[config.mk]
export PLATFORM = sky130hd
export DESIGN_NAME = ish_host_if
export DESIGN_NICKNAME = d
export VERILOG_FILES = /design/src/ish_pkg.sv /design/src/ish_sync.sv /design/src/ish_host_if.sv
export SDC_FILE = /design/constraint.sdc
export NUM_CORES = 1
export LEC_CHECK = 0
export ABC_AREA = 1
export BUFFER_PORTS_ARGS = -buffer_cell sky130_fd_sc_hd__buf_2
export CAP_MARGIN = 40
export CORE_ASPECT_RATIO = 1.5
export CORE_MARGIN = 3
export CORE_UTILIZATION = 40
export CTS_CLUSTER_DIAMETER = 100
export DETAILED_ROUTE_END_ITERATION = 8
export GPL_TIMING_DRIVEN = 0
export SLEW_MARGIN = 20
export SYNTH_ARGS = -nofsm -noshare
export SYNTH_HDL_FRONTEND = slang
export SYNTH_SLANG_ARGS = --single-unit
[constraint.sdc]
create_clock -name mclk_i -period 1.8 [get_ports mclk_i]
set_clock_uncertainty 0.15 [all_clocks]
set_input_delay 0.45 -clock mclk_i [delete_from_list [all_inputs] [get_ports mclk_i]]
set_output_delay 0.45 -clock mclk_i [all_outputs]
set_load 0.01 [all_outputs]
[src/ish_pkg.sv]
package ish_pkg;

  // ****************************************
  // Timing
  // ****************************************
  localparam int CLK_MHZ        = 200;
  localparam int XTAL_PERIOD_NS = 50;
  localparam int RST_MIN_XTAL   = 10;
  localparam int POR_NS         = RST_MIN_XTAL * XTAL_PERIOD_NS;
  localparam int POR_CYCLES     = (POR_NS * CLK_MHZ + 999) / 1000;
  localparam int PROM_ACC_NS    = 200;
  localparam int PROM_CYCLES    = (PROM_ACC_NS * CLK_MHZ + 999) / 1000;
  localparam int CNT_W          = 8;

  // ****************************************
  // Address decode
  // ****************************************
  localparam int IO_WIN_BITS  = 5;
  localparam int APROM_BITS   = 4;
  localparam int DEC_BITS     = 10;

  // ****************************************
  // Reset values
  // ****************************************
  localparam logic [15:0] SD_RST   = 16'h0000;
  localparam logic [1:0]  LANE_OFF = 2'h0;

  // ****************************************
  // Types
  // ****************************************
  typedef struct packed {
    logic        rst_sys;
    logic        aen;
    logic        ior_n;
    logic        iow_n;
    logic        memr_n;
    logic        memw_n;
    logic        refresh;
    logic        sbhe_n;
    logic        boot_rom_addr_match_n;
    logic [15:0] sa;
    logic [15:0] sd;
    logic [7:0]  prdb;
  } ish_pins_t;

  typedef struct packed {
    logic babble_flag;
    logic missed_frame_flag;
    logic memory_error_flag;
    logic receive_irq_flag;
    logic init_done_flag;
    logic transmit_start_flag;
  } ish_flags_t;

  typedef enum logic [1:0] {
    ACC_REG_RD,
    ACC_REG_WR,
    ACC_APROM,
    ACC_BOOT
  } ish_acc_t;

endpackage

[src/ish_sync.sv]
`timescale 1ns/1ps
module ish_sync
  import ish_pkg::*;
#(
  parameter int W = 1
) (
  // Clock and reset
  input  wire logic         mclk_i,
  input  wire logic         reset_n_i,
  // Data
  input  wire logic [W-1:0] async_i,
  output logic      [W-1:0] sync_o
);

  logic [W-1:0] meta_q;

  // ****************************************
  // Two-stage synchroniser
  // ****************************************
  always_ff @(posedge mclk_i or negedge reset_n_i) begin
    if (!reset_n_i) begin
      meta_q <= '0;
      sync_o <= '0;
    end else begin
      meta_q <= async_i;
      sync_o <= meta_q;
    end
  end

endmodule

[src/ish_host_if.sv]
`timescale 1ns/1ps
// Overview of operation
// - Ready goes high only once read data is valid or write data captured.
// - An I/O address outside the first sixteen bytes of the window, with enable low and no strobe needed, pulls the 16-bit chip select low.
// - 16-bit chip select decodes only low ten address lines and enable.
// - Configuration bit 0 cleared forces 8-bit-only I/O, no 16-bit select.
// - Read strobe is a slave read only with enable low and address match.
// - Write strobe is a slave write only with enable low and address match.
// - Interrupt asserts when any of six status flags is set.
// - A set mask bit keeps its flag from raising the interrupt.
// - Low memory-read strobe is a read cycle, low memory-write a write.
// - Memory-read strobe is ignored while refresh is active.
// - Reset input high resets the device and deasserts every output but in_reset_o, which goes high.
// - Device resets itself at power-up with no external pulse.
// - Only 8-bit transfers until a falling edge on byte-high enable.
// - Device drives data on slave reads and captures it on slave writes.
// - I/O read in first sixteen bytes of the window selects address PROM.
// - Address PROM data goes to the low byte, 16-bit select stays off.
// - Boot match plus memory read selects boot PROM, data buffered, no 16-bit.
module ish_host_if
  import ish_pkg::*;
(
  // Clock and power-up reset
  input  wire logic                 mclk_i,
  input  wire logic                 reset_n_i,
  // Bus pins (asynchronous)
  input  wire ish_pins_t            pins_i,
  // Configuration
  input  wire logic [DEC_BITS-1:0]  io_base_i,
  input  wire logic                 cfg_io16_i,
  input  wire ish_flags_t           flags_i,
  input  wire ish_flags_t           mask_i,
  // Core register side
  input  wire logic [15:0]          reg_rdata_i,
  input  wire logic                 reg_ack_i,
  output logic                      reg_rd_o,
  output logic                      reg_wr_o,
  output logic [IO_WIN_BITS-1:0]    reg_addr_o,
  output logic [15:0]               reg_wdata_o,
  output logic                      reg_wide_o,
  // Bus outputs
  output logic                      iochrdy_oe_o,
  output logic                      iocs16_oe_o,
  output logic [15:0]               sd_o,
  output logic [1:0]                sd_oe_o,
  output logic                      irq_o,
  output logic                      mem_rd_cyc_o,
  output logic                      mem_wr_cyc_o,
  // Board outputs
  output logic                      addr_prom_select_n_o,
  output logic                      boot_rom_select_n_o,
  output logic                      in_reset_o
);

  typedef enum logic [1:0] {
    ST_IDLE,
    ST_WAIT,
    ST_HOLD
  } ish_state_t;

  // ****************************************
  // Synchronised pins
  // ****************************************
  ish_pins_t b;

  ish_sync #(
    .W($bits(ish_pins_t))
  ) u_sync (
    .mclk_i   (mclk_i),
    .reset_n_i(reset_n_i),
    .async_i  (pins_i),
    .sync_o   (b)
  );

  // ****************************************
  // Internal reset
  // ****************************************
  logic [CNT_W-1:0] por_q;
  logic             rst_q;
  wire  logic       por_busy = (por_q != CNT_W'(POR_CYCLES));

  always_ff @(posedge mclk_i or negedge reset_n_i) begin
    if (!reset_n_i) begin
      por_q <= '0;
      rst_q <= 1'b1;
    end else begin
      por_q <= por_busy ? por_q + CNT_W'(1) : por_q;
      rst_q <= por_busy | b.rst_sys;
    end
  end

  // ****************************************
  // Decode
  // ****************************************
  wire logic io_hit   = !b.aen &&
                        (b.sa[DEC_BITS-1:IO_WIN_BITS] ==
                         io_base_i[DEC_BITS-1:IO_WIN_BITS]);
  wire logic aprom_hit = (b.sa[IO_WIN_BITS-1:APROM_BITS] == '0);
  wire logic io_rd    = io_hit && !b.ior_n;
  wire logic io_wr    = io_hit && !b.iow_n;
  wire logic mem_rd   = !b.memr_n && !b.refresh;
  wire logic boot_rd  = mem_rd && !b.boot_rom_addr_match_n;
  wire logic strobes  = !b.ior_n || !b.iow_n || mem_rd;

  logic sbhe_prev_q;
  logic sbhe_seen_q;
  wire  logic sbhe_fall = sbhe_prev_q && !b.sbhe_n;
  wire  logic wide_ok   = cfg_io16_i && sbhe_seen_q;
  wire  logic wide_acc  = wide_ok && !b.sbhe_n;
  wire  logic cs16_d    = io_hit && !aprom_hit && wide_ok;

  wire  logic irq_d     = |(flags_i & ~mask_i);

  // ****************************************
  // Access sequencer
  // ****************************************
  ish_state_t       st_q;
  ish_acc_t         kind_q;
  logic [CNT_W-1:0] wait_q;
  logic             wide_q;

  wire logic prom_acc  = (kind_q == ACC_APROM) || (kind_q == ACC_BOOT);
  wire logic acc_done  = prom_acc ? (wait_q == '0) : reg_ack_i;
  wire logic is_read   = (kind_q != ACC_REG_WR);

  always_ff @(posedge mclk_i or negedge reset_n_i) begin
    if (!reset_n_i) begin
      sbhe_prev_q <= 1'b1;
      sbhe_seen_q <= 1'b0;
    end else if (rst_q) begin
      sbhe_prev_q <= 1'b1;
      sbhe_seen_q <= 1'b0;
    end else begin
      sbhe_prev_q <= b.sbhe_n;
      sbhe_seen_q <= sbhe_seen_q | sbhe_fall;
    end
  end

  always_ff @(posedge mclk_i or negedge reset_n_i) begin
    if (!reset_n_i) begin
      st_q                 <= ST_IDLE;
      kind_q               <= ACC_REG_RD;
      wait_q               <= '0;
      wide_q               <= 1'b0;
      reg_rd_o             <= 1'b0;
      reg_wr_o             <= 1'b0;
      reg_addr_o           <= '0;
      reg_wdata_o          <= SD_RST;
      reg_wide_o           <= 1'b0;
      iochrdy_oe_o         <= 1'b0;
      sd_o                 <= SD_RST;
      sd_oe_o              <= LANE_OFF;
      addr_prom_select_n_o <= 1'b1;
      boot_rom_select_n_o  <= 1'b1;
    end else if (rst_q) begin
      st_q                 <= ST_IDLE;
      kind_q               <= ACC_REG_RD;
      wait_q               <= '0;
      wide_q               <= 1'b0;
      reg_rd_o             <= 1'b0;
      reg_wr_o             <= 1'b0;
      reg_addr_o           <= '0;
      reg_wdata_o          <= SD_RST;
      reg_wide_o           <= 1'b0;
      iochrdy_oe_o         <= 1'b0;
      sd_o                 <= SD_RST;
      sd_oe_o              <= LANE_OFF;
      addr_prom_select_n_o <= 1'b1;
      boot_rom_select_n_o  <= 1'b1;
    end else begin
      reg_rd_o <= 1'b0;
      reg_wr_o <= 1'b0;
      case (st_q)
        ST_IDLE: begin
          wait_q <= CNT_W'(PROM_CYCLES);
          wide_q <= wide_acc;
          if (io_rd || io_wr || boot_rd) begin
            st_q         <= ST_WAIT;
            iochrdy_oe_o <= 1'b1;
            reg_addr_o   <= b.sa[IO_WIN_BITS-1:0];
            reg_wide_o   <= wide_acc;
          end
          if (io_rd && aprom_hit) begin
            kind_q               <= ACC_APROM;
            addr_prom_select_n_o <= 1'b0;
          end else if (io_rd) begin
            kind_q   <= ACC_REG_RD;
            reg_rd_o <= 1'b1;
          end else if (io_wr) begin
            kind_q      <= ACC_REG_WR;
            reg_wr_o    <= 1'b1;
            reg_wdata_o <= {wide_acc ? b.sd[15:8] : 8'h00, b.sd[7:0]};
          end else if (boot_rd) begin
            kind_q              <= ACC_BOOT;
            boot_rom_select_n_o <= 1'b0;
          end
        end
        ST_WAIT: begin
          wait_q <= (wait_q != '0) ? wait_q - CNT_W'(1) : wait_q;
          if (acc_done) begin
            st_q         <= ST_HOLD;
            iochrdy_oe_o <= 1'b0;
            if (prom_acc) begin
              sd_o    <= {8'h00, b.prdb};
              sd_oe_o <= 2'h1;
            end else if (is_read) begin
              sd_o    <= reg_rdata_i;
              sd_oe_o <= {wide_q, 1'b1};
            end
          end
        end
        ST_HOLD: begin
          if (!strobes) begin
            st_q                 <= ST_IDLE;
            sd_oe_o              <= LANE_OFF;
            addr_prom_select_n_o <= 1'b1;
            boot_rom_select_n_o  <= 1'b1;
          end
        end
        default: st_q <= ST_IDLE;
      endcase
    end
  end

  // ****************************************
  // Status outputs
  // ****************************************
  always_ff @(posedge mclk_i or negedge reset_n_i) begin
    if (!reset_n_i) begin
      iocs16_oe_o  <= 1'b0;
      irq_o        <= 1'b0;
      mem_rd_cyc_o <= 1'b0;
      mem_wr_cyc_o <= 1'b0;
      in_reset_o   <= 1'b1;
    end else begin
      iocs16_oe_o  <= !rst_q && cs16_d;
      irq_o        <= !rst_q && irq_d;
      mem_rd_cyc_o <= !rst_q && mem_rd;
      mem_wr_cyc_o <= !rst_q && !b.memw_n;
      in_reset_o   <= rst_q;
    end
  end

  // ****************************************
  // Checks
  // ****************************************
  a_irq_follows_flags: assert property (
    @(posedge mclk_i) disable iff (!reset_n_i)
    !rst_q && (|(flags_i & ~mask_i)) |=> irq_o)
    else $error("interrupt not raised by unmasked flag");

  a_irq_mask_blocks: assert property (
    @(posedge mclk_i) disable iff (!reset_n_i)
    ((flags_i & ~mask_i) == '0) |=> !irq_o)
    else $error("interrupt raised with all flags masked");

  a_read_qualified: assert property (
    @(posedge mclk_i) disable iff (!reset_n_i)
    reg_rd_o |-> $past(!b.aen && !b.ior_n && io_hit && !aprom_hit))
    else $error("register read without qualified strobe");

  a_write_qualified: assert property (
    @(posedge mclk_i) disable iff (!reset_n_i)
    reg_wr_o |-> $past(!b.aen && !b.iow_n && io_hit))
    else $error("register write without qualified strobe");

  a_ready_after_data: assert property (
    @(posedge mclk_i) disable iff (!reset_n_i)
    $fell(iochrdy_oe_o) && is_read && !rst_q |-> sd_oe_o[0])
    else $error("ready released before read data driven");

  a_cs16_decode: assert property (
    @(posedge mclk_i) disable iff (!reset_n_i)
    iocs16_oe_o |-> $past(io_hit && !aprom_hit && cfg_io16_i && sbhe_seen_q))
    else $error("16-bit select without address decode");

  a_eight_bit_only: assert property (
    @(posedge mclk_i) disable iff (!reset_n_i)
    !sbhe_seen_q |-> !sd_oe_o[1] ##1 !iocs16_oe_o)
    else $error("16-bit transfer before byte-high edge");

  a_refresh_masks: assert property (
    @(posedge mclk_i) disable iff (!reset_n_i)
    b.refresh |=> !$fell(boot_rom_select_n_o) && !mem_rd_cyc_o)
    else $error("memory read honoured during refresh");

  a_prom_wait_rdy: assert property (
    @(posedge mclk_i) disable iff (!reset_n_i)
    $fell(addr_prom_select_n_o) && !rst_q |-> iochrdy_oe_o [*8])
    else $error("ready released during prom access");

  a_reset_quiet: assert property (
    @(posedge mclk_i) disable iff (!reset_n_i)
    rst_q |=> !iochrdy_oe_o && (sd_oe_o == LANE_OFF) && !irq_o
              && addr_prom_select_n_o && boot_rom_select_n_o)
    else $error("output active during reset");

  a_mem_write_cycle: assert property (
    @(posedge mclk_i) disable iff (!reset_n_i)
    !b.memw_n && !rst_q |=> mem_wr_cyc_o)
    else $error("memory write cycle not flagged");

  a_mem_read_cycle: assert property (
    @(posedge mclk_i) disable iff (!reset_n_i)
    !b.memr_n && !b.refresh && !rst_q |=> mem_rd_cyc_o)
    else $error("memory read cycle not flagged");

  a_write_capture: assert property (
    @(posedge mclk_i) disable iff (!reset_n_i)
    reg_wr_o |-> (reg_wdata_o[7:0] == $past(b.sd[7:0])))
    else $error("write data not captured from bus");

  a_aprom_select: assert property (
    @(posedge mclk_i) disable iff (!reset_n_i)
    !rst_q && (st_q == ST_IDLE) && io_rd && aprom_hit |=> !addr_prom_select_n_o)
    else $error("address prom not selected");

  a_boot_select: assert property (
    @(posedge mclk_i) disable iff (!reset_n_i)
    !rst_q && (st_q == ST_IDLE) && boot_rd && !io_rd && !io_wr |=> !boot_rom_select_n_o)
    else $error("boot prom not selected");

  a_prom_low_lane: assert property (
    @(posedge mclk_i) disable iff (!reset_n_i)
    !addr_prom_select_n_o |-> !sd_oe_o[1])
    else $error("high byte driven during prom read");

  a_write_no_drive: assert property (
    @(posedge mclk_i) disable iff (!reset_n_i)
    (kind_q == ACC_REG_WR) && (st_q != ST_IDLE) |-> (sd_oe_o == LANE_OFF))
    else $error("data bus driven during write");

endmodule

==> results of run 1 <==
[metrics by stage]
step                      hold slack, ns  area, um^2
final                              0.115        8110
after CTS                         0.0961        7800
after floorplan                  0.00441        5830
after detailed placement           0.185        6750
after global placement             0.181        6710
after global routing               0.123        8110
[power by group]
| group | internal, mW | switching, mW |
|---|---|---|
| sequential | 3.69 | 0.0273 |
| combinational | 0.148 | 0.137 |
| clock | 2.14 | 1.45 |
| total | 5.98 | 1.61 |
[state kept, by name, indices dropped and copies added, names as in the netlist, 2 cells and up]
| signal | cells |
|---|---|
| kind_q | 2 |
| reg_addr_o | 5 |
| reg_wdata_o | 16 |
| u_sync.meta_q | 43 |
| por_q | 8 |
| sd_oe_o | 2 |
| u_sync.sync_o | 43 |
| st_q | 2 |
| wait_q | 8 |
| sd_o | 16 |
[metal layers]
metal  share of wire (%)  track usage, %  up-vias
met5                   0               0        -
met4                 2.1            6.97        0
met3                 3.4            3.49       19
met2                  56            28.2       79
met1                  38            18.3     2057
li1                    -               -     2073
[logic make-up after synthesis]
family          after synthesis  synth area share, %
simple gates                224                 18.7
xor+xnor                      8                 1.20
buf+inv                      57                 4.57
flops                       160                 68.8
compound gates               51                 5.84
fa+ha+maj                     4                0.859
[worst min path at each step]
| stage | startpoint | end | slack (ns) | cells after the start |
|---|---|---|---|---|
| after CTS | reg_rdata_i[12] | sd_o[12] | 0.1 | 3 |
| final | reg_rdata_i[15] | sd_o[15] | 0.12 | 3 |
| after floorplan | reset_n_i | iochrdy_oe_o | 0.004 | 0 |
| after global routing | reg_rdata_i[11] | sd_o[11] | 0.12 | 3 |
| after global placement | u_sync.meta_q[8] | u_sync.sync_o[8] | 0.18 | 0 |
| after detailed placement | u_sync.meta_q[0] | u_sync.sync_o[0] | 0.18 | 0 |
[placed cells by master (no fill, tap or decap), types with 3 or more instances in the layout]
cell type | Yosys | routed
inv_2 | 7 | 9
nand2_2 | 6 | 7
nand3_1 | 56 | 55
nor3_1 | 5 | 5
a21oi_1 | 5 | 4
clkinv_4 | 0 | 4
o21a_1 | 8 | 8
nand4_1 | 4 | 4
o21ai_1 | 7 | 7
nor2_2 | 5 | 5
nor2_1 | 24 | 23
dfstp_2 | 5 | 5
a22oi_1 | 8 | 8
ha_1 | 4 | 3
xor2_1 | 6 | 6
o22ai_1 | 3 | 3
o21ai_0 | 14 | 14
buf_2 | 4 | 133
buf_12 | 0 | 4
dlygate4sd3_1 | 0 | 44
buf_6 | 6 | 6
buf_4 | 0 | 24
inv_6 | 0 | 3
clkbuf_16 | 0 | 17
dfrtp_1 | 155 | 155
nor2_4 | 10 | 11
nand2_1 | 105 | 104
inv_1 | 37 | 35
[critical path, stage by stage, from the launching register on]
cell and delay [ns]:
dfstp_2 0.56, buf_12 0.15, buf_12 0.13, nor2_4 0.04
a21oi_4 0.23, buf_6 0.14, nand3b_4 0.07, nand2_1 0.07
nand2_1 0.06, nor2_2 0.09
[final cells by class]
class / instances / area, um^2 / share of cell area, %
clock inverters: 13 / 150 / 1.85
repair buffers: 203 / 1370 / 16.9
plain buffers: 12 / 114 / 1.40
multi-input cells: 287 / 1600 / 19.8
well taps: 192 / 240 / 2.96
flip-flops and latches: 160 / 4010 / 49.4
inverters: 45 / 171 / 2.11
clock buffers: 19 / 453 / 5.58
[what timing repair did]
action / 4_1_cts / 5_1_grt
buffers inserted: 1 / 27
hold buffers: 44 / 0
pin swaps: 3 / 15
gates cloned: 0 / 1
endpoints found under the hold margin: 96 / 0
endpoints found under the setup margin: 6 / 42
gates resized for setup: 1 / 20
==> results.py, run 1 <==
metrics = {
    "synthesis": {
        "netlist_area_mm2": 0.00583,
        "seq_area_frac_synth_pct": 68.8,
        "synth_top_area_cell": "dfrtp_1",
        "yosysMostFrequentCell": "dfrtp_1",
        "synth_nets": 599,
        "yosys-top-cells-area": "dfrtp_1, nand2_1, nand3_1, inv_1, dfstp_2",
        "synth_edf_count": 0,
        "synth-main-ff-cell": "dfrtp_1",
        "synth_cell_types": 37,
        "synth_commonest_cells": "dfrtp_1, nand2_1, nand3_1",
        "yosysWarnings": 0,
        "ys_seq_elements": 160,
        "avgSynthCellArea_um2": 11.6,
        "synth.top_cell.area_share_pct": 66.6,
        "syn_inst": 504,
        "async_flop_share_pct": 100,
    },
    "clock_network": {
        "clock_path_buffers": 2,
        "cts-root-buf": "clkbuf_16",
        "clk_latency_ns": 0.41,
        "cts_tree": "yes",
        "clock-sinks": 160,
        "clkSlewWorstSetupHoldPaths_ns": 0.06,
        "htreeDepth": 4,
        "cts-buffers-inserted": 17,
    },
    "layout": {
        "area_delta_synth_final_pct": 39.3,
        "drive_gt1_share_pct": 34.1,
        "nFillCells": 1188,
        "fin_nets": 821,
        "finalCoreUtilization_pct": 57.4,
        "instances_no_fill": 931,
        "diodes": 0,
    },
    "floorplan": {
        "fp.dieArea_mm2": 0.0161,
        "die_width_um": 105,
        "fp.coreArea_mm2": 0.0141,
        "rows": 53,
        "start_util_pct": 41.2,
        "dieHeight_um": 154,
        "boundaryPins": 141,
    },
    "grt": {
        "grt_first_pass_wirelength_mm": 20.2,
        "overflow": 0,
        "grt_max_degree": 106,
        "grtUsageTotal_pct": 15.9,
        "antenna_found_initial": 0,
        "grt_pass1_vias": 4214,
    },
    "timing": {
        "setup_slack_ns": 0.0429,
        "post-route-period-util_pct": 97.6,
        "min_period_ns": 1.76,
        "worst_slew_pin_slew_ns": 0.505,
        "drv_slew": 0,
        "hold_viol_final": 0,
        "maxSlewHeadroom_pct": 66.3,
        "tns_ns": 0,
        "setup_viol": 0,
        "clock.fmax_ghz": 0.569,
    },
    "placed_design": {
        "dp_hpwl_mm": 8.39,
        "port_buffers": 129,
        "gp_congestion": 0.843,
        "pre_cts_ws_ns": -0.0972,
        "dp.cells": 826,
    },
    "detailed_routing": {
        "first_pass_iters": 4,
        "vias": 4228,
        "drtIter0Drc": 178,
        "viasPerCell": 4.54,
        "drc_errors": 0,
        "antenna_left": 0,
        "wl_per_cell_um": 13.1,
        "totalWireLength_mm": 12.2,
    },
    "critical_path": {
        "cp-startpoint": "rst_q",
        "start_kind": "flip-flop",
        "rr_endpoint": "wait_q[6]",
        "crit_path_max_fanout": 8,
        "cp.required_ns": 1.99,
        "r2r_cells": 9,
        "r2r-start": "rst_q",
        "arrival_ns": 1.95,
        "crit_type": "reg -> reg",
        "regToRegSetupSlack_ns": 0.04,
        "crit_path_end": "wait_q[6]",
        "end_kind": "flip-flop",
    },
    "power": {
        "power.leakage_nw": 4.26,
        "p_per_area_mw_per_mm2": 937,
        "total_power_mw": 7.60,
        "worst_ir_drop_vdd_uv": 635,
    },
    "flow_run": {
        "maxCapViolations": 0,
    },
    "worst_hold_path": {
        "min_path_type": "in -> reg",
    },
    "run_status": {
        "outcome": "finished clean",
    },
}
No activity file was read; power rests on OpenSTA's default activity.
==> run 2, diff against run 1 <==
--- a/config.mk
+++ b/config.mk
@@ -10,7 +10,7 @@
 export CAP_MARGIN = 40
 export CORE_ASPECT_RATIO = 1.5
 export CORE_MARGIN = 3
-export CORE_UTILIZATION = 40
+export CORE_UTILIZATION = 27
 export CTS_CLUSTER_DIAMETER = 100
 export DETAILED_ROUTE_END_ITERATION = 8
 export GPL_TIMING_DRIVEN = 0
==> results.py, run 2 (same netlist as run 1, synthesis figures left out) <==
metrics = {
    "layout": {
        "final_cell_mix": "dfrtp_1, buf_2, nand2_1",
        "instances_no_fill": 992,
        "fin_nets": 807,
        "drive_gt1_share_pct": 34.0,
        "top_regs": "u_sync.meta_q (43), u_sync.sync_o (43)",
        "final_common_cell": "dfrtp_1",
        "area_delta_synth_final_pct": 38.6,
        "diodes": 0,
    },
    "critical_path": {
        "end_kind": "flip-flop",
        "crit_slowest_cell": "dfrtp_1",
        "crit_buf_inv": 2,
        "arrival_ns": 1.89,
        "crit_chain": "inv_2, ha_2, nand3_2, nor2_4, o21bai_4, buf_6, a21oi_2, nand2_1, nand2_1, nand2_1",
        "cp.required_ns": 1.96,
        "max_stage_delay_ns": 0.40,
        "cp_top_family": "simple AND/OR/NAND/NOR gates",
        "start_kind": "flip-flop",
        "crit_path_max_fanout": 10,
        "crit_type": "reg -> reg",
        "crit_top_cell": "nand2_1",
    },
    "timing": {
        "worst_slew_pin_slew_ns": 0.648,
        "min_period_ns": 1.73,
        "hold_ws_ns": 0.0997,
        "setup_slack_ns": 0.0652,
        "drv_slew": 0,
        "maxSlewHeadroom_pct": 56.8,
        "post-route-period-util_pct": 96.4,
        "setup_viol": 0,
        "tns_ns": 0,
        "rsz0062_at_grt": "true",
        "clock.fmax_ghz": 0.576,
        "hold_viol_final": 0,
    },
    "grt": {
        "grt_first_pass_wirelength_mm": 21.2,
        "grt_max_degree": 85,
        "grtUsageTotal_pct": 11.7,
        "overflow": 0,
        "grt_pass1_vias": 4299,
        "antenna_found_initial": 0,
    },
    "detailed_routing": {
        "first_pass_iters": 4,
        "wl_per_cell_um": 13.5,
        "drc_errors": 0,
        "totalWireLength_mm": 13.4,
        "viasPerCell": 4.17,
        "drtIter0Drc": 135,
        "antenna_left": 0,
        "vias": 4132,
    },
    "floorplan": {
        "dieHeight_um": 186,
        "start_util_pct": 27.6,
        "boundaryPins": 141,
        "die_width_um": 126,
        "rows": 65,
        "fp.dieArea_mm2": 0.0234,
        "fp.coreArea_mm2": 0.0211,
    },
    "clock_network": {
        "htreeDepth": 4,
        "cts-root-buf": "clkbuf_16",
        "clock-sinks": 160,
        "clkSlewWorstSetupHoldPaths_ns": 0.06,
        "clk_latency_ns": 0.42,
        "cts_tree": "yes",
        "clock_path_buffers": 2,
        "cts-buffers-inserted": 17,
    },
    "power": {
        "p_per_area_mw_per_mm2": 912,
        "worst_ir_drop_vdd_uv": 447,
        "power.leakage_nw": 4.16,
    },
    "worst_hold_path": {
        "min_path_type": "in -> reg",
    },
    "placed_design": {
        "dp.cells": 902,
        "port_buffers": 129,
        "pre_cts_ws_ns": -0.0946,
        "dp_hpwl_mm": 9.31,
        "gp_congestion": 0.803,
    },
    "flow_run": {
        "maxCapViolations": 0,
    },
    "run_status": {
        "outcome": "finished clean",
    },
}
run 2: changes by cell type in the layout (fill, tap and decap cells not counted), moves of 3 or more:
cell / before / now
buf_4: 24 / 13
nand3_1: 55 / 45
buf_6: 6 / 3
nand3_2: 0 / 11
run 2: cell type report:
class | instances | area, um^2
timing repair buffer | 188 | 1250
inverter | 45 | 171
clock inverter | 12 | 114
multi-input combinational | 288 | 1640
fill | 2076 | 13100
buffer | 12 | 126
sequential | 160 | 4010
tap | 268 | 335
clock buffer | 19 | 433
run 2: metal layers:
layer  up-vias  wire length (um)  GRT usage, %
li1       2051                 -             -
met1      1975              5100          12.4
met2        82              7530          21.4
met3        24               372          2.70
met4         0               388          6.10
met5         -                 0             0
run 2: tightest hold or removal path, cell delays in order:
cell and delay, ns:
buf_2 0.07, nand3_1 0.06, nand2_1 0.05
run 2: repair_timing:
action,in CTS,in global routing
hold endpoints to repair,124,0
gates cloned,0,2
pin swaps,4,18
endpoints found under the setup margin,29,42
gates resized for setup,5,26
hold buffers,44,0
setup buffers,4,9
run 2: final timing paths:
kind | startpoint | to | slack, ns | depth (start not counted)
max | wait_q[0] | iochrdy_oe_o | 0.07 | 10
min | reg_rdata_i[8] | sd_o[8] | 0.1 | 3
max reg2reg | wait_q[0] | iochrdy_oe_o | 0.07 | 10
min reg2reg | u_sync.meta_q[22] | u_sync.sync_o[22] | 0.19 | 0
max in group asynchronous | reset_n_i | rst_q | 0.22 | 3
min in group asynchronous | reset_n_i | sd_o[4] | 0.45 | 2
run 2: through the flow:
| stage | power [mW] | util (%) | instance area [um^2] |
|---|---|---|---|
| 2_1_floorplan | 3.82 | - | 5830 |
| 3_3_place_gp | 3.99 | 32.2 | 6810 |
| 3_5_place_dp | 4.01 | 32.4 | 6840 |
| 4_1_cts | 7.48 | 37.3 | 7880 |
| 5_1_grt | 7.67 | 38.2 | 8080 |
| 6_report | 7.37 | 38.2 | 8080 |
run 2: report_power, final:
part | internal (mW) | switching [mW]
Combinational | 0.149 | 0.141
Clock | 1.90 | 1.45
Sequential | 3.69 | 0.0297
==> run 3, diff against run 2 <==
--- a/config.mk
+++ b/config.mk
@@ -5,7 +5,6 @@
 export SDC_FILE = /design/constraint.sdc
 export NUM_CORES = 1
 export LEC_CHECK = 0
-export ABC_AREA = 1
 export BUFFER_PORTS_ARGS = -buffer_cell sky130_fd_sc_hd__buf_2
 export CAP_MARGIN = 40
 export CORE_ASPECT_RATIO = 1.5
==> results.py, run 3 <==
metrics = {
    "run_status": {
        "outcome": "complete, but fails checks",
        "violations": "negative setup slack",
    },
    "floorplan": {
        "dieHeight_um": 188,
        "start_util_pct": 27.4,
        "fp.dieArea_mm2": 0.0239,
        "rows": 66,
        "boundaryPins": 141,
        "die_width_um": 127,
        "fp.coreArea_mm2": 0.0217,
    },
    "synthesis": {
        "seq_area_frac_synth_pct": 67.3,
        "synth_commonest_cells": "dfrtp_1, a21oi_1, nand2_1",
        "ys_seq_elements": 160,
        "synth.top_cell.area_share_pct": 65.1,
        "netlist_area_mm2": 0.00596,
        "syn_inst": 463,
        "avgSynthCellArea_um2": 12.9,
        "synth_edf_count": 0,
        "synth_cell_types": 55,
        "synth_top_area_cell": "dfrtp_1",
        "yosysMostFrequentCell": "dfrtp_1",
        "yosysWarnings": 0,
        "synth_nets": 558,
        "synth-main-ff-cell": "dfrtp_1",
        "async_flop_share_pct": 100,
        "yosys-top-cells-area": "dfrtp_1, mux2i_1, a21oi_1, dfstp_2, nand2_1",
    },
    "timing": {
        "rsz0062_at_grt": "true",
        "worst_slew_pin_slew_ns": 0.723,
        "hold_viol_final": 0,
        "hold_ws_ns": 0.151,
        "post-route-period-util_pct": 115,
        "min_period_ns": 2.07,
        "drv_slew": 0,
        "maxSlewHeadroom_pct": 51.5,
        "clock.fmax_ghz": 0.483,
        "tns_ns": -6.27,
        "setup_viol": 51,
        "setup_slack_ns": -0.272,
    },
    "layout": {
        "final_cell_mix": "dfrtp_1, buf_2, dlygate4sd3_1",
        "top_regs": "u_sync.meta_q (43), u_sync.sync_o (43)",
        "final_common_cell": "dfrtp_1",
        "fin_area_mm2": 0.00895,
        "drive_gt1_share_pct": 42.8,
        "fin_nets": 788,
        "diodes": 0,
        "area_delta_synth_final_pct": 50.1,
    },
    "critical_path": {
        "crit_chain": "xor2_4, or4_4, o31a_1, a211o_1",
        "cp_top_family": "compound AO/OA/AOI/OAI gates",
        "arrival_ns": 2.22,
        "end_kind": "flip-flop",
        "crit_path_max_fanout": 7,
        "max_stage_delay_ns": 0.53,
        "crit_buf_inv": 0,
        "crit_slowest_cell": "or4_4",
        "start_kind": "flip-flop",
        "crit_type": "reg -> reg",
        "cp.required_ns": 1.95,
    },
    "detailed_routing": {
        "vias": 4588,
        "drc_errors": 0,
        "antenna_left": 0,
        "totalWireLength_mm": 16.3,
        "first_pass_iters": 4,
        "wl_per_cell_um": 16.6,
        "drtIter0Drc": 151,
        "viasPerCell": 4.69,
    },
    "grt": {
        "antenna_found_initial": 0,
        "grtUsageTotal_pct": 13.9,
        "grt.busiest_layer": "met2",
        "gr-usage-met3_pct": 3.56,
        "grt_max_degree": 88,
        "grt_pass1_vias": 4821,
        "overflow": 0,
        "met1_usage_pct": 16.3,
        "grtUsageMet2_pct": 24.0,
        "grt_first_pass_wirelength_mm": 25.8,
    },
    "clock_network": {
        "clk_latency_ns": 0.42,
        "htreeDepth": 4,
        "clock_path_buffers": 2,
        "cts-root-buf": "clkbuf_16",
        "cts-buffers-inserted": 17,
        "clkSlewWorstSetupHoldPaths_ns": 0.06,
        "clock-sinks": 160,
        "cts_tree": "yes",
    },
    "worst_hold_path": {
        "min_path_type": "in -> reg",
    },
    "placed_design": {
        "post_dp_cell_area_mm2": 0.00704,
        "dp_hpwl_mm": 10.4,
        "port_buffers": 129,
        "gp_congestion": 0.786,
    },
    "power": {
        "power.leakage_nw": 4.09,
        "p_per_area_mw_per_mm2": 858,
        "worst_ir_drop_vdd_uv": 699,
    },
    "flow_run": {
        "maxCapViolations": 0,
    },
}
[run 3: cell types whose count changed in the layout (fill, tap and decap cells not counted), sizes merged, moves of 19 or more]
cell / delta
nand2: -85
nand3: -49
inv: -31
buf: +23
a21oi: +21
nor2: -19
[run 3: stage by stage]
stage / power, mW / util, % / std cells / setup WS (ns)
5_1_grt: 7.98 / 41.2 / 978 / -0.315
3_5_place_dp: 4.09 / 32.4 / 866 / -0.808
4_1_cts: 7.77 / 39.8 / 968 / -0.301
2_1_floorplan: 3.87 / - / 463 / -0.243
3_3_place_gp: 4.07 / 32.2 / 864 / -2.33
6_report: 7.67 / 41.2 / 978 / -0.272
[run 3: repair_timing]
action / in CTS / in global routing
endpoints found under the hold margin: 113 / 0
pin swaps: 39 / 29
endpoints found under the setup margin: 64 / 61
resized for setup: 83 / 57
hold buffers: 44 / 0
buffers inserted: 26 / 14
gates cloned: 1 / 0
[run 3: kinds of logic after synthesis]
group	after synthesis	share of synthesized area, %
xor+xnor	14	2.06
buf+inv	37	2.43
fa+ha+maj	4	0.840
compound gates	100	11.5
simple gates	129	12.7
flops	160	67.3
mux	19	3.23
[run 3: where the power goes]
part	switching [mW]	internal (mW)	leakage, nW
clock	1.47	2.02	0.286
combinational	0.237	0.216	1.81
sequential	0.0348	3.69	2.00
[run 3: layer usage]
metal,up-vias,share of wire (%)
met1,2278,39
met4,0,2.6
li1,2143,-
met3,27,4.7
met5,-,0
met2,140,54
[run 3: layout make-up]
class / instances / area (um^2)
fill: 2018 / 12800
clock buffer: 20 / 467
timing repair buffer: 214 / 1490
inverter: 15 / 56.3
clock inverter: 12 / 110
tap: 272 / 340
multi-input combinational: 266 / 2320
buffer: 19 / 146
sequential: 160 / 4020
[run 3: final timing paths]
check,depth (start not counted),start,slack [ns],end
worst max-delay path,4,u_sync.sync_o[31],-0.27,reg_addr_o[0]
worst min-delay path,3,flags_i[1],0.15,irq_o
worst max register to register,4,u_sync.sync_o[31],-0.27,reg_addr_o[0]
worst min register to register,0,u_sync.meta_q[21],0.19,u_sync.sync_o[21]
max in group asynchronous,3,reset_n_i,0.26,wait_q[2]
min in group asynchronous,2,reset_n_i,0.41,u_sync.meta_q[48]
[run 3: tightest hold or removal path, delay by kind of cell]
kind | cells | cell delay, ns
buf+inv | 1 | 0.09
compound gates | 1 | 0.07
simple gates | 1 | 0.06
